### src/verilog/toc_pkg.sv
// Package with constants, register map and types for the trip output controller.
package toc_pkg;
   localparam int unsigned CLK_HZ = 125000000;
   localparam int unsigned HOLD_MS = 100;
   localparam int unsigned HOLD_CYCLES = (CLK_HZ / 1000) * HOLD_MS;
   localparam int unsigned PULSE_MS = 100;
   localparam int unsigned PULSE_CYCLES = (CLK_HZ / 1000) * PULSE_MS;
   localparam int unsigned HOLD_W = 24;
   localparam int unsigned AUX_N = 8;
   localparam int unsigned ADDR_W = 8;
   localparam logic [4:0] NODE_ADDR_MIN = 5'h01;
   localparam logic [4:0] NODE_ADDR_MAX = 5'h1f;
   localparam logic [ADDR_W-1:0] REG_CTRL = 8'h00;
   localparam logic [ADDR_W-1:0] REG_STATUS = 8'h04;
   localparam logic [ADDR_W-1:0] REG_IRQ_STAT = 8'h08;
   localparam logic [ADDR_W-1:0] REG_IRQ_CLR = 8'h0c;
   localparam logic [ADDR_W-1:0] REG_IRQ_EN = 8'h10;
   localparam logic [ADDR_W-1:0] REG_LINK = 8'h14;
   localparam logic [31:0] CTRL_RESET = 32'h00000000;
   localparam logic [31:0] LINK_RESET = 32'h00000001;
   localparam int unsigned CTRL_SEC_LSB = 0;
   localparam int unsigned CTRL_AUXM_LSB = 2;
   localparam int unsigned LINK_ADDR_LSB = 0;
   localparam int unsigned LINK_BAUD_LSB = 8;
   localparam int unsigned IRQ_N = 4;
   localparam int unsigned IRQ_TRIP = 0;
   localparam int unsigned IRQ_RELEASE = 1;
   localparam int unsigned IRQ_FAULT = 2;
   localparam int unsigned IRQ_ADDR_BAD = 3;
   localparam logic [1:0] RESP_OKAY = 2'b00;
   localparam logic [1:0] RESP_SLVERR = 2'b10;
   typedef enum logic [1:0] {SEC_FOLLOW, SEC_LOCKOUT, SEC_GROUND, SEC_SPARE} toc_sec_mode_type;
   typedef enum logic [1:0] {AUX_PULSED, AUX_CAUSE, AUX_PICKUP, AUX_BOTH} toc_aux_mode_type;
   typedef enum logic [1:0] {ST_IDLE, ST_TRIPPED, ST_HOLD} toc_state_type;
endpackage

### src/verilog/toc_link_turn.sv
// Half-duplex turn control for the shared serial pair.
`timescale 1ns/1ps
module toc_link_turn
   import toc_pkg::*;
(
   input wire logic aclk,
   input wire logic aresetn,
   input wire logic tx_req,
   input wire logic tx_bit,
   input wire logic four_wire,
   output logic line_o,
   output logic line_oe,
   output logic tx_active
);
   // The pair is driven while a transmit turn is open or four_wire is set; released otherwise.
   always_ff @(posedge aclk) begin
      if (!aresetn) begin
         line_o <= 1'b1;
         line_oe <= 1'b0;
         tx_active <= 1'b0;
      end else begin
         tx_active <= tx_req;
         line_oe <= tx_req | four_wire;
         line_o <= tx_req ? tx_bit : 1'b1;
      end
   end
endmodule // toc_link_turn

### src/verilog/toc_trip_output.sv
// Trip, health and auxiliary output sequencing with an AXI4-Lite register slave.
// Functional notes
// - Trip asserts both main and secondary trip outputs; open otherwise.
// - Hold trips until all currents zero, then 100 ms more, then release.
// - Secondary trip follows main, acts as lockout, or as ground fault.
// - Health output energized normally, dropped on internal fault.
// - Eight status outputs; two mode bits pick pulsed, cause, pickup or both.
// - Drive the shared pair only during own transmit turn; the code also drives it whenever four_wire is set.
// - Each node needs a unique address; all nodes share one baud rate.
// - Node address range allows at most 31 units per channel.
//
// The register offsets and register access over AXI4-Lite were chosen for this implementation.
`timescale 1ns/1ps
module toc_trip_output
   import toc_pkg::*;
(
   input wire logic aclk,
   input wire logic aresetn,
   input wire logic [ADDR_W-1:0] s_axi_awaddr,
   input wire logic s_axi_awvalid,
   output logic s_axi_awready,
   input wire logic [31:0] s_axi_wdata,
   input wire logic [3:0] s_axi_wstrb,
   input wire logic s_axi_wvalid,
   output logic s_axi_wready,
   output logic [1:0] s_axi_bresp,
   output logic s_axi_bvalid,
   input wire logic s_axi_bready,
   input wire logic [ADDR_W-1:0] s_axi_araddr,
   input wire logic s_axi_arvalid,
   output logic s_axi_arready,
   output logic [31:0] s_axi_rdata,
   output logic [1:0] s_axi_rresp,
   output logic s_axi_rvalid,
   input wire logic s_axi_rready,
   input wire logic trip_req,
   input wire logic ground_trip,
   input wire logic [2:0] phase_zero,
   input wire logic ground_zero,
   input wire logic internal_fault,
   input wire logic [2:0] phase_pickup,
   input wire logic ground_pickup,
   input wire logic lockout_reset,
   input wire logic tx_req,
   input wire logic tx_bit,
   input wire logic four_wire,
   output logic trip_main,
   output logic trip_sec,
   output logic health,
   output logic [AUX_N-1:0] aux_out,
   output logic link_o,
   output logic link_oe,
   output logic irq
);
   // Registers.
   logic [31:0] ctrl;
   logic [31:0] link_cfg;
   logic [IRQ_N-1:0] irq_stat;
   logic [IRQ_N-1:0] irq_en;
   toc_state_type state;
   logic [HOLD_W-1:0] hold_cnt;
   logic [HOLD_W-1:0] pulse_cnt;
   logic lockout;
   logic [AUX_N-1:0] cause;
   logic trip_q;
   logic tx_active;

   // Configuration fields.
   toc_sec_mode_type sec_mode;
   toc_aux_mode_type aux_mode;
   wire logic [4:0] node_addr = link_cfg[LINK_ADDR_LSB +: 5];
   assign sec_mode = toc_sec_mode_type'(ctrl[CTRL_SEC_LSB +: 2]);
   assign aux_mode = toc_aux_mode_type'(ctrl[CTRL_AUXM_LSB +: 2]);
   // Address zero is broadcast; the five-bit field caps the channel at 31 units.
   wire logic addr_ok = (node_addr >= NODE_ADDR_MIN) && (node_addr <= NODE_ADDR_MAX);

   // Trip sequencer.
   wire logic all_zero = &{phase_zero, ground_zero};
   wire logic hold_done = (hold_cnt == HOLD_W'(HOLD_CYCLES - 1));
   wire logic trip_rise = trip_req & ~trip_q;
   wire logic tripping = (state != ST_IDLE);
   wire logic release_ev = (state == ST_HOLD) && hold_done && !trip_req;

   always_ff @(posedge aclk) begin
      if (!aresetn) begin
         state <= ST_IDLE;
         hold_cnt <= '0;
         trip_q <= 1'b0;
      end else begin
         trip_q <= trip_req;
         unique case (state)
            ST_IDLE: begin
               if (trip_req) begin
                  state <= ST_TRIPPED;
               end
            end
            ST_TRIPPED: begin
               hold_cnt <= '0;
               if (all_zero && !trip_req) begin
                  state <= ST_HOLD;
               end
            end
            ST_HOLD: begin
               hold_cnt <= hold_cnt + 1'b1;
               if (trip_req || !all_zero) begin
                  state <= ST_TRIPPED;
               end else if (hold_done) begin
                  state <= ST_IDLE;
               end
            end
         endcase
      end
   end

   // Lockout latches until the operator resets it, and never while tripping.
   always_ff @(posedge aclk) begin
      if (!aresetn) begin
         lockout <= 1'b0;
      end else if (trip_req) begin
         lockout <= 1'b1;
      end else if (lockout_reset && !tripping) begin
         lockout <= 1'b0;
      end
   end

   logic next_sec;
   always_comb begin
      unique case (sec_mode)
         SEC_FOLLOW: next_sec = tripping;
         SEC_LOCKOUT: next_sec = lockout;
         SEC_GROUND: next_sec = tripping & ground_trip;
         SEC_SPARE: next_sec = tripping;
      endcase
   end

   always_ff @(posedge aclk) begin
      if (!aresetn) begin
         trip_main <= 1'b0;
         trip_sec <= 1'b0;
         health <= 1'b0;
      end else begin
         trip_main <= tripping | trip_req;
         trip_sec <= next_sec | (trip_req & (sec_mode != SEC_GROUND || ground_trip));
         health <= ~internal_fault;
      end
   end

   // Auxiliary outputs: bit 0-2 phase A-C, 3 ground, 4 trip, 5 ground trip, 6-7 spare.
   wire logic [AUX_N-1:0] pickup_v = {4'h0, ground_pickup, phase_pickup};
   wire logic [AUX_N-1:0] cause_v = {2'h0, ground_trip, 1'b1, ground_pickup, phase_pickup};
   logic [AUX_N-1:0] next_aux;

   always_ff @(posedge aclk) begin
      if (!aresetn) begin
         cause <= '0;
         pulse_cnt <= '0;
      end else begin
         if (trip_rise) begin
            cause <= cause_v;
            pulse_cnt <= HOLD_W'(PULSE_CYCLES);
         end else if (pulse_cnt != '0) begin
            pulse_cnt <= pulse_cnt - 1'b1;
         end
         if (lockout_reset && !tripping && !trip_req) begin
            cause <= '0;
         end
      end
   end

   always_comb begin
      unique case (aux_mode)
         AUX_PULSED: next_aux = (pulse_cnt != '0) ? {AUX_N{1'b1}} : '0;
         AUX_CAUSE: next_aux = cause;
         AUX_PICKUP: next_aux = pickup_v;
         AUX_BOTH: next_aux = pickup_v | cause;
      endcase
   end

   always_ff @(posedge aclk) begin
      if (!aresetn) begin
         aux_out <= '0;
      end else begin
         aux_out <= next_aux;
      end
   end

   // Half-duplex pair; transmit is refused while the address is unusable.
   toc_link_turn u_link (
      .aclk(aclk),
      .aresetn(aresetn),
      .tx_req(tx_req & addr_ok),
      .tx_bit(tx_bit),
      .four_wire(four_wire),
      .line_o(link_o),
      .line_oe(link_oe),
      .tx_active(tx_active)
   );

   // AXI4-Lite slave: one write and one read outstanding, answer one cycle after both halves.
   logic aw_held;
   logic w_held;
   logic [ADDR_W-1:0] aw_addr;
   logic [31:0] w_data;
   logic [3:0] w_strb;
   assign s_axi_awready = !aw_held && !s_axi_bvalid;
   assign s_axi_wready = !w_held && !s_axi_bvalid;
   assign s_axi_arready = !s_axi_rvalid;
   wire logic wr_go = aw_held && w_held && !s_axi_bvalid;
   wire logic wr_ctrl = wr_go && (aw_addr == REG_CTRL);
   wire logic wr_link = wr_go && (aw_addr == REG_LINK);
   wire logic wr_en = wr_go && (aw_addr == REG_IRQ_EN);
   wire logic wr_clr = wr_go && (aw_addr == REG_IRQ_CLR);
   wire logic wr_ok = wr_ctrl | wr_link | wr_en | wr_clr;
   wire logic [31:0] wmask = {{8{w_strb[3]}}, {8{w_strb[2]}}, {8{w_strb[1]}}, {8{w_strb[0]}}};
   wire logic [IRQ_N-1:0] wmask_irq = wmask[IRQ_N-1:0];
   wire logic [IRQ_N-1:0] events = {!addr_ok, internal_fault & health, release_ev, trip_rise};
   wire logic [31:0] status_v = {24'h0, tx_active, addr_ok, lockout, health, trip_sec,
      trip_main, 2'(state)};
   wire logic rd_hit = (s_axi_araddr == REG_CTRL) || (s_axi_araddr == REG_STATUS) ||
      (s_axi_araddr == REG_IRQ_STAT) || (s_axi_araddr == REG_IRQ_CLR) ||
      (s_axi_araddr == REG_IRQ_EN) || (s_axi_araddr == REG_LINK);
   logic [31:0] rd_mux;
   always_comb begin
      rd_mux = 32'h00000000;
      if (s_axi_araddr == REG_CTRL) rd_mux = ctrl;
      if (s_axi_araddr == REG_STATUS) rd_mux = status_v;
      if (s_axi_araddr == REG_IRQ_STAT) rd_mux = {28'h0, irq_stat};
      if (s_axi_araddr == REG_IRQ_EN) rd_mux = {28'h0, irq_en};
      if (s_axi_araddr == REG_LINK) rd_mux = link_cfg;
   end

   always_ff @(posedge aclk) begin
      if (!aresetn) begin
         aw_held <= 1'b0;
         w_held <= 1'b0;
         aw_addr <= '0;
         w_data <= '0;
         w_strb <= '0;
         s_axi_bvalid <= 1'b0;
         s_axi_bresp <= RESP_OKAY;
      end else begin
         if (s_axi_awvalid && s_axi_awready) begin
            aw_held <= 1'b1;
            aw_addr <= s_axi_awaddr;
         end
         if (s_axi_wvalid && s_axi_wready) begin
            w_held <= 1'b1;
            w_data <= s_axi_wdata;
            w_strb <= s_axi_wstrb;
         end
         if (wr_go) begin
            aw_held <= 1'b0;
            w_held <= 1'b0;
            s_axi_bvalid <= 1'b1;
            s_axi_bresp <= wr_ok ? RESP_OKAY : RESP_SLVERR;
         end else if (s_axi_bready) begin
            s_axi_bvalid <= 1'b0;
         end
      end
   end

   always_ff @(posedge aclk) begin
      if (!aresetn) begin
         ctrl <= CTRL_RESET;
         link_cfg <= LINK_RESET;
         irq_en <= '0;
         irq_stat <= '0;
      end else begin
         if (wr_ctrl) ctrl <= (ctrl & ~wmask) | (w_data & wmask);
         if (wr_link) link_cfg <= (link_cfg & ~wmask) | (w_data & wmask);
         if (wr_en) irq_en <= (irq_en & ~wmask_irq) | (w_data[IRQ_N-1:0] & wmask_irq);
         // Set wins over a clear in the same cycle so no event is lost.
         irq_stat <= (irq_stat & ~(wr_clr ? w_data[IRQ_N-1:0] & wmask[IRQ_N-1:0] : '0)) | events;
      end
   end

   always_ff @(posedge aclk) begin
      if (!aresetn) begin
         s_axi_rvalid <= 1'b0;
         s_axi_rdata <= '0;
         s_axi_rresp <= RESP_OKAY;
      end else if (s_axi_arvalid && s_axi_arready) begin
         s_axi_rvalid <= 1'b1;
         s_axi_rdata <= rd_mux;
         s_axi_rresp <= rd_hit ? RESP_OKAY : RESP_SLVERR;
      end else if (s_axi_rready) begin
         s_axi_rvalid <= 1'b0;
      end
   end

   assign irq = |(irq_stat & irq_en);
endmodule // toc_trip_output

### config.mk
export PLATFORM = sky130hd
export DESIGN_NAME = toc_trip_output
export DESIGN_NICKNAME = d
export VERILOG_FILES = /design/src/verilog/toc_pkg.sv /design/src/verilog/toc_link_turn.sv /design/src/verilog/toc_trip_output.sv
export SDC_FILE = /design/constraint.sdc
export NUM_CORES = 1
export LEC_CHECK = 0
export BUFFER_PORTS_ARGS = -buffer_cell sky130_fd_sc_hd__buf_2
export CELL_PAD_IN_SITES_DETAIL_PLACEMENT = 1
export CELL_PAD_IN_SITES_GLOBAL_PLACEMENT = 1
export CORE_MARGIN = 2
export CORE_UTILIZATION = 47
export DETAILED_ROUTE_END_ITERATION = 10
export GPL_TIMING_DRIVEN = 0
export PLACE_DENSITY = 0.83
export SETUP_SLACK_MARGIN = 0.2
export SLEW_MARGIN = 25
export SYNTH_ARGS = -nofsm -noshare
export SYNTH_HDL_FRONTEND = slang
export SYNTH_SLANG_ARGS = --single-unit
### constraint.sdc
create_clock -name aclk -period 4.3 [get_ports aclk]
set_input_delay 0.645 -clock aclk [delete_from_list [all_inputs] [get_ports aclk]]
set_output_delay 0.645 -clock aclk [all_outputs]
set_load 0.02 [all_outputs]
==> metrics <==
Iteration-0 DRC Markers 358; Seq/Total Area, Yosys 47.5%; final weighted congestion in routability-driven placement 0.883; Cells after Synth 1057; Antenna Nets Post-Route 0; worst hold path type primary input to flop; vias 8707; Post-synth ARST share 0%; Hold Slack 294 ps; synthesized area 0.00948 sq mm; die extent in x 146 um; Final Max Slew Viols 0; crit-path max FO 10; initial antenna violation count 0; Die ar. 0.0213 sq mm; CP Launch Type flop; NetSw 1.28 mW; Pleak 4.13 nW; Clock power frac 43.9%; top cell type's share of synthesized area 47.5%; Max-cap violations 0; CP Capture Type flop; Post-synth top cells dfxtp_1 (225), nand2_1 (147), nor2_1 (115), a21oi_1 (105), mux2i_1 (88); total wire length 29600 um; drt pass-1 iters 5; total negative slack 0 ps; share of power burned in registers 45.7%; layout cell share with drive strength beyond 1 16.5%; relative slew slack 36.6%; I/O pin cnt 129; CTS tree built; Peak VDD IR 0.290 mV; cell row count 51; CTS Root Buffer Type clkbuf_16; final hold violations 0; count leader, synth dfxtp_1; Cell Pwr Density 434 mW/mm^2; pin count of the biggest net entering global routing 14; DRC viols 0; Post-synth EDFFs 0; maximum buffer depth of the clock tree 3; area leader, netlist dfxtp_1; Final setup viols 0; #FFs+latches synth 225; Yosys cell types 62; postcts setup bufs 0; Buffers on Ports 126; net switching fraction of the power 26.2%; syn avg cell area 8.97 sq um; core area 0.0197 sq mm; Area contributors post-synth dfxtp_1 (48%), mux2i_1 (9.3%), nand2_1 (5.8%); Initial Util 48.2%; minimum clock period 2580 ps; Crit Path Class flop to flop; clock-pin slew on the worst setup and hold paths 60 ps; P&R area growth vs syn 19.0%; Critical Path RT 4730 ps; combinational power share 10.4%; f_max 388 MHz; Clock Skew 14.6 ps; grt total ovfl 0; Worst-Margin Slew 944 ps; GR Util All Layers 27.4%; RSZ-0062 raised after global routing no; Warnings, synthesis 0; global-route wire length before repair 47800 um; H-tree depth 1; post_cts resized 0; post-DR vias/cell 5.83; hpwl dp 20600 um; diode count 0; Num Clock Sinks 225; Synth Flop Type dfxtp_1; die height 146 um; # hold bufs at CTS 0; final net count 1293; WL per Instance 19.8 um; Worst-Skew Late Latency 540 ps; total CTS buffers 25; vias in the first global route 9027; Arr. time, crit path 3010 ps; P_int 3.61 mW; Tcrit/Tclk final 59.9%; status finished, final reports clean
==> worst max-delay path: stages, from the launching register on <==
cell	delay [ps]
dfxtp_1	350
nor4_1	560
and4_1	280
clkbuf_1	300
clkbuf_1	440
buf_6	220
nor2_1	60
a311oi_1	270
==> per-stage QoR <==
step | cell area [sq um] | util (%) | total power, mW | setup WS [ps] | std cells
after detailed placement | 10400 | 53.2 | 2.78 | 1340 | 1449
final | 11300 | 57.4 | 4.90 | 1720 | 1493
after global routing | 11300 | 57.4 | 5.08 | 1560 | 1493
after CTS | 11300 | 57.4 | 4.92 | 1730 | 1493
after floorplan | 9480 | - | 2.59 | 2050 | 1058
after global placement | 10400 | 53.1 | 2.76 | 1390 | 1449
==> path summary, 6_finish.rpt <==
check                                                 start                          end  slack [ps]  cells past startpoint
worst max register to register   pulse_cnt[15]$_SDFFE_PN0P_   pulse_cnt[20]$_SDFFE_PN0P_        1720                      7
worst max-delay path             pulse_cnt[15]$_SDFFE_PN0P_   pulse_cnt[20]$_SDFFE_PN0P_        1720                      7
worst min register to register  s_axi_rdata[2]$_SDFFE_PN0P_  s_axi_rdata[2]$_SDFFE_PN0P_         460                      2
worst min-delay path                                 tx_bit     u_link.line_o$_SDFF_PN1_         290                      2
==> power by group through the flow <==
stage	combinational, mW	sequential (mW)	clock, mW
finish	0.509	2.23	2.15
floorplan	0.322	2.27	0
detailed placement	0.502	2.28	0
global placement	0.487	2.27	0
global route	0.561	2.24	2.27
CTS	0.508	2.23	2.18
==> cell type report <==
type | instances | area, sq um
Timing Repair Buffer | 126 | 631
Multi-Input combinational cell | 752 | 4650
Tap cell | 265 | 332
Inverter | 18 | 67.6
Clock buffer | 39 | 758
Sequential cell | 225 | 4500
Clock inverter | 5 | 68.8
Buffer | 63 | 274
Fill cell | 2354 | 8370
==> layer usage <==
metal / up-vias / global-route usage [%] / wire [um]
li1: 4080 / - / -
met1: 4330 / 35.2 / 12800
met2: 228 / 47.3 / 14600
met3: 69 / 3.29 / 1060
met4: 0 / 10.3 / 1030
met5: - / 0 / 0
==> placed cells by master, fill, tap and decap left out, types with 5 or more instances in the layout <==
cell and instances:
nand4b_1 6, and3_1 8, nor4_1 11, or3b_2 5, clkbuf_8 8, nor4_4 8, xor2_1 7, buf_2 128
or3_1 23, buf_4 5, nand2b_1 8, nand2_1 147, buf_1 7, mux2i_1 88, nor2_1 115, inv_1 18
a31oi_1 8, nand4_1 9, clkbuf_1 52, dfxtp_1 225, or4_1 17, o31ai_1 13, and4_1 6, and2_1 6
ha_1 8, nand3_1 17, a22oi_1 35, a21oi_1 105, o21ai_0 26, o211ai_1 7, clkbuf_16 25, nor3_1 10
==> logic make-up after synthesis <==
family / Yosys count / synth area share [%]
AO/OA/AOI/OAI: 220 / 14.2
XOR/XNOR: 10 / 0.924
adder cells (fa/ha/maj): 8 / 1.06
buffers and inverters: 81 / 3.60
flip-flops: 225 / 47.5
multiplexers: 91 / 9.65
other: 1 / 0.0396
AND/OR/NAND/NOR: 421 / 23.0
Note: power is estimated with default switching activity, not from simulation.
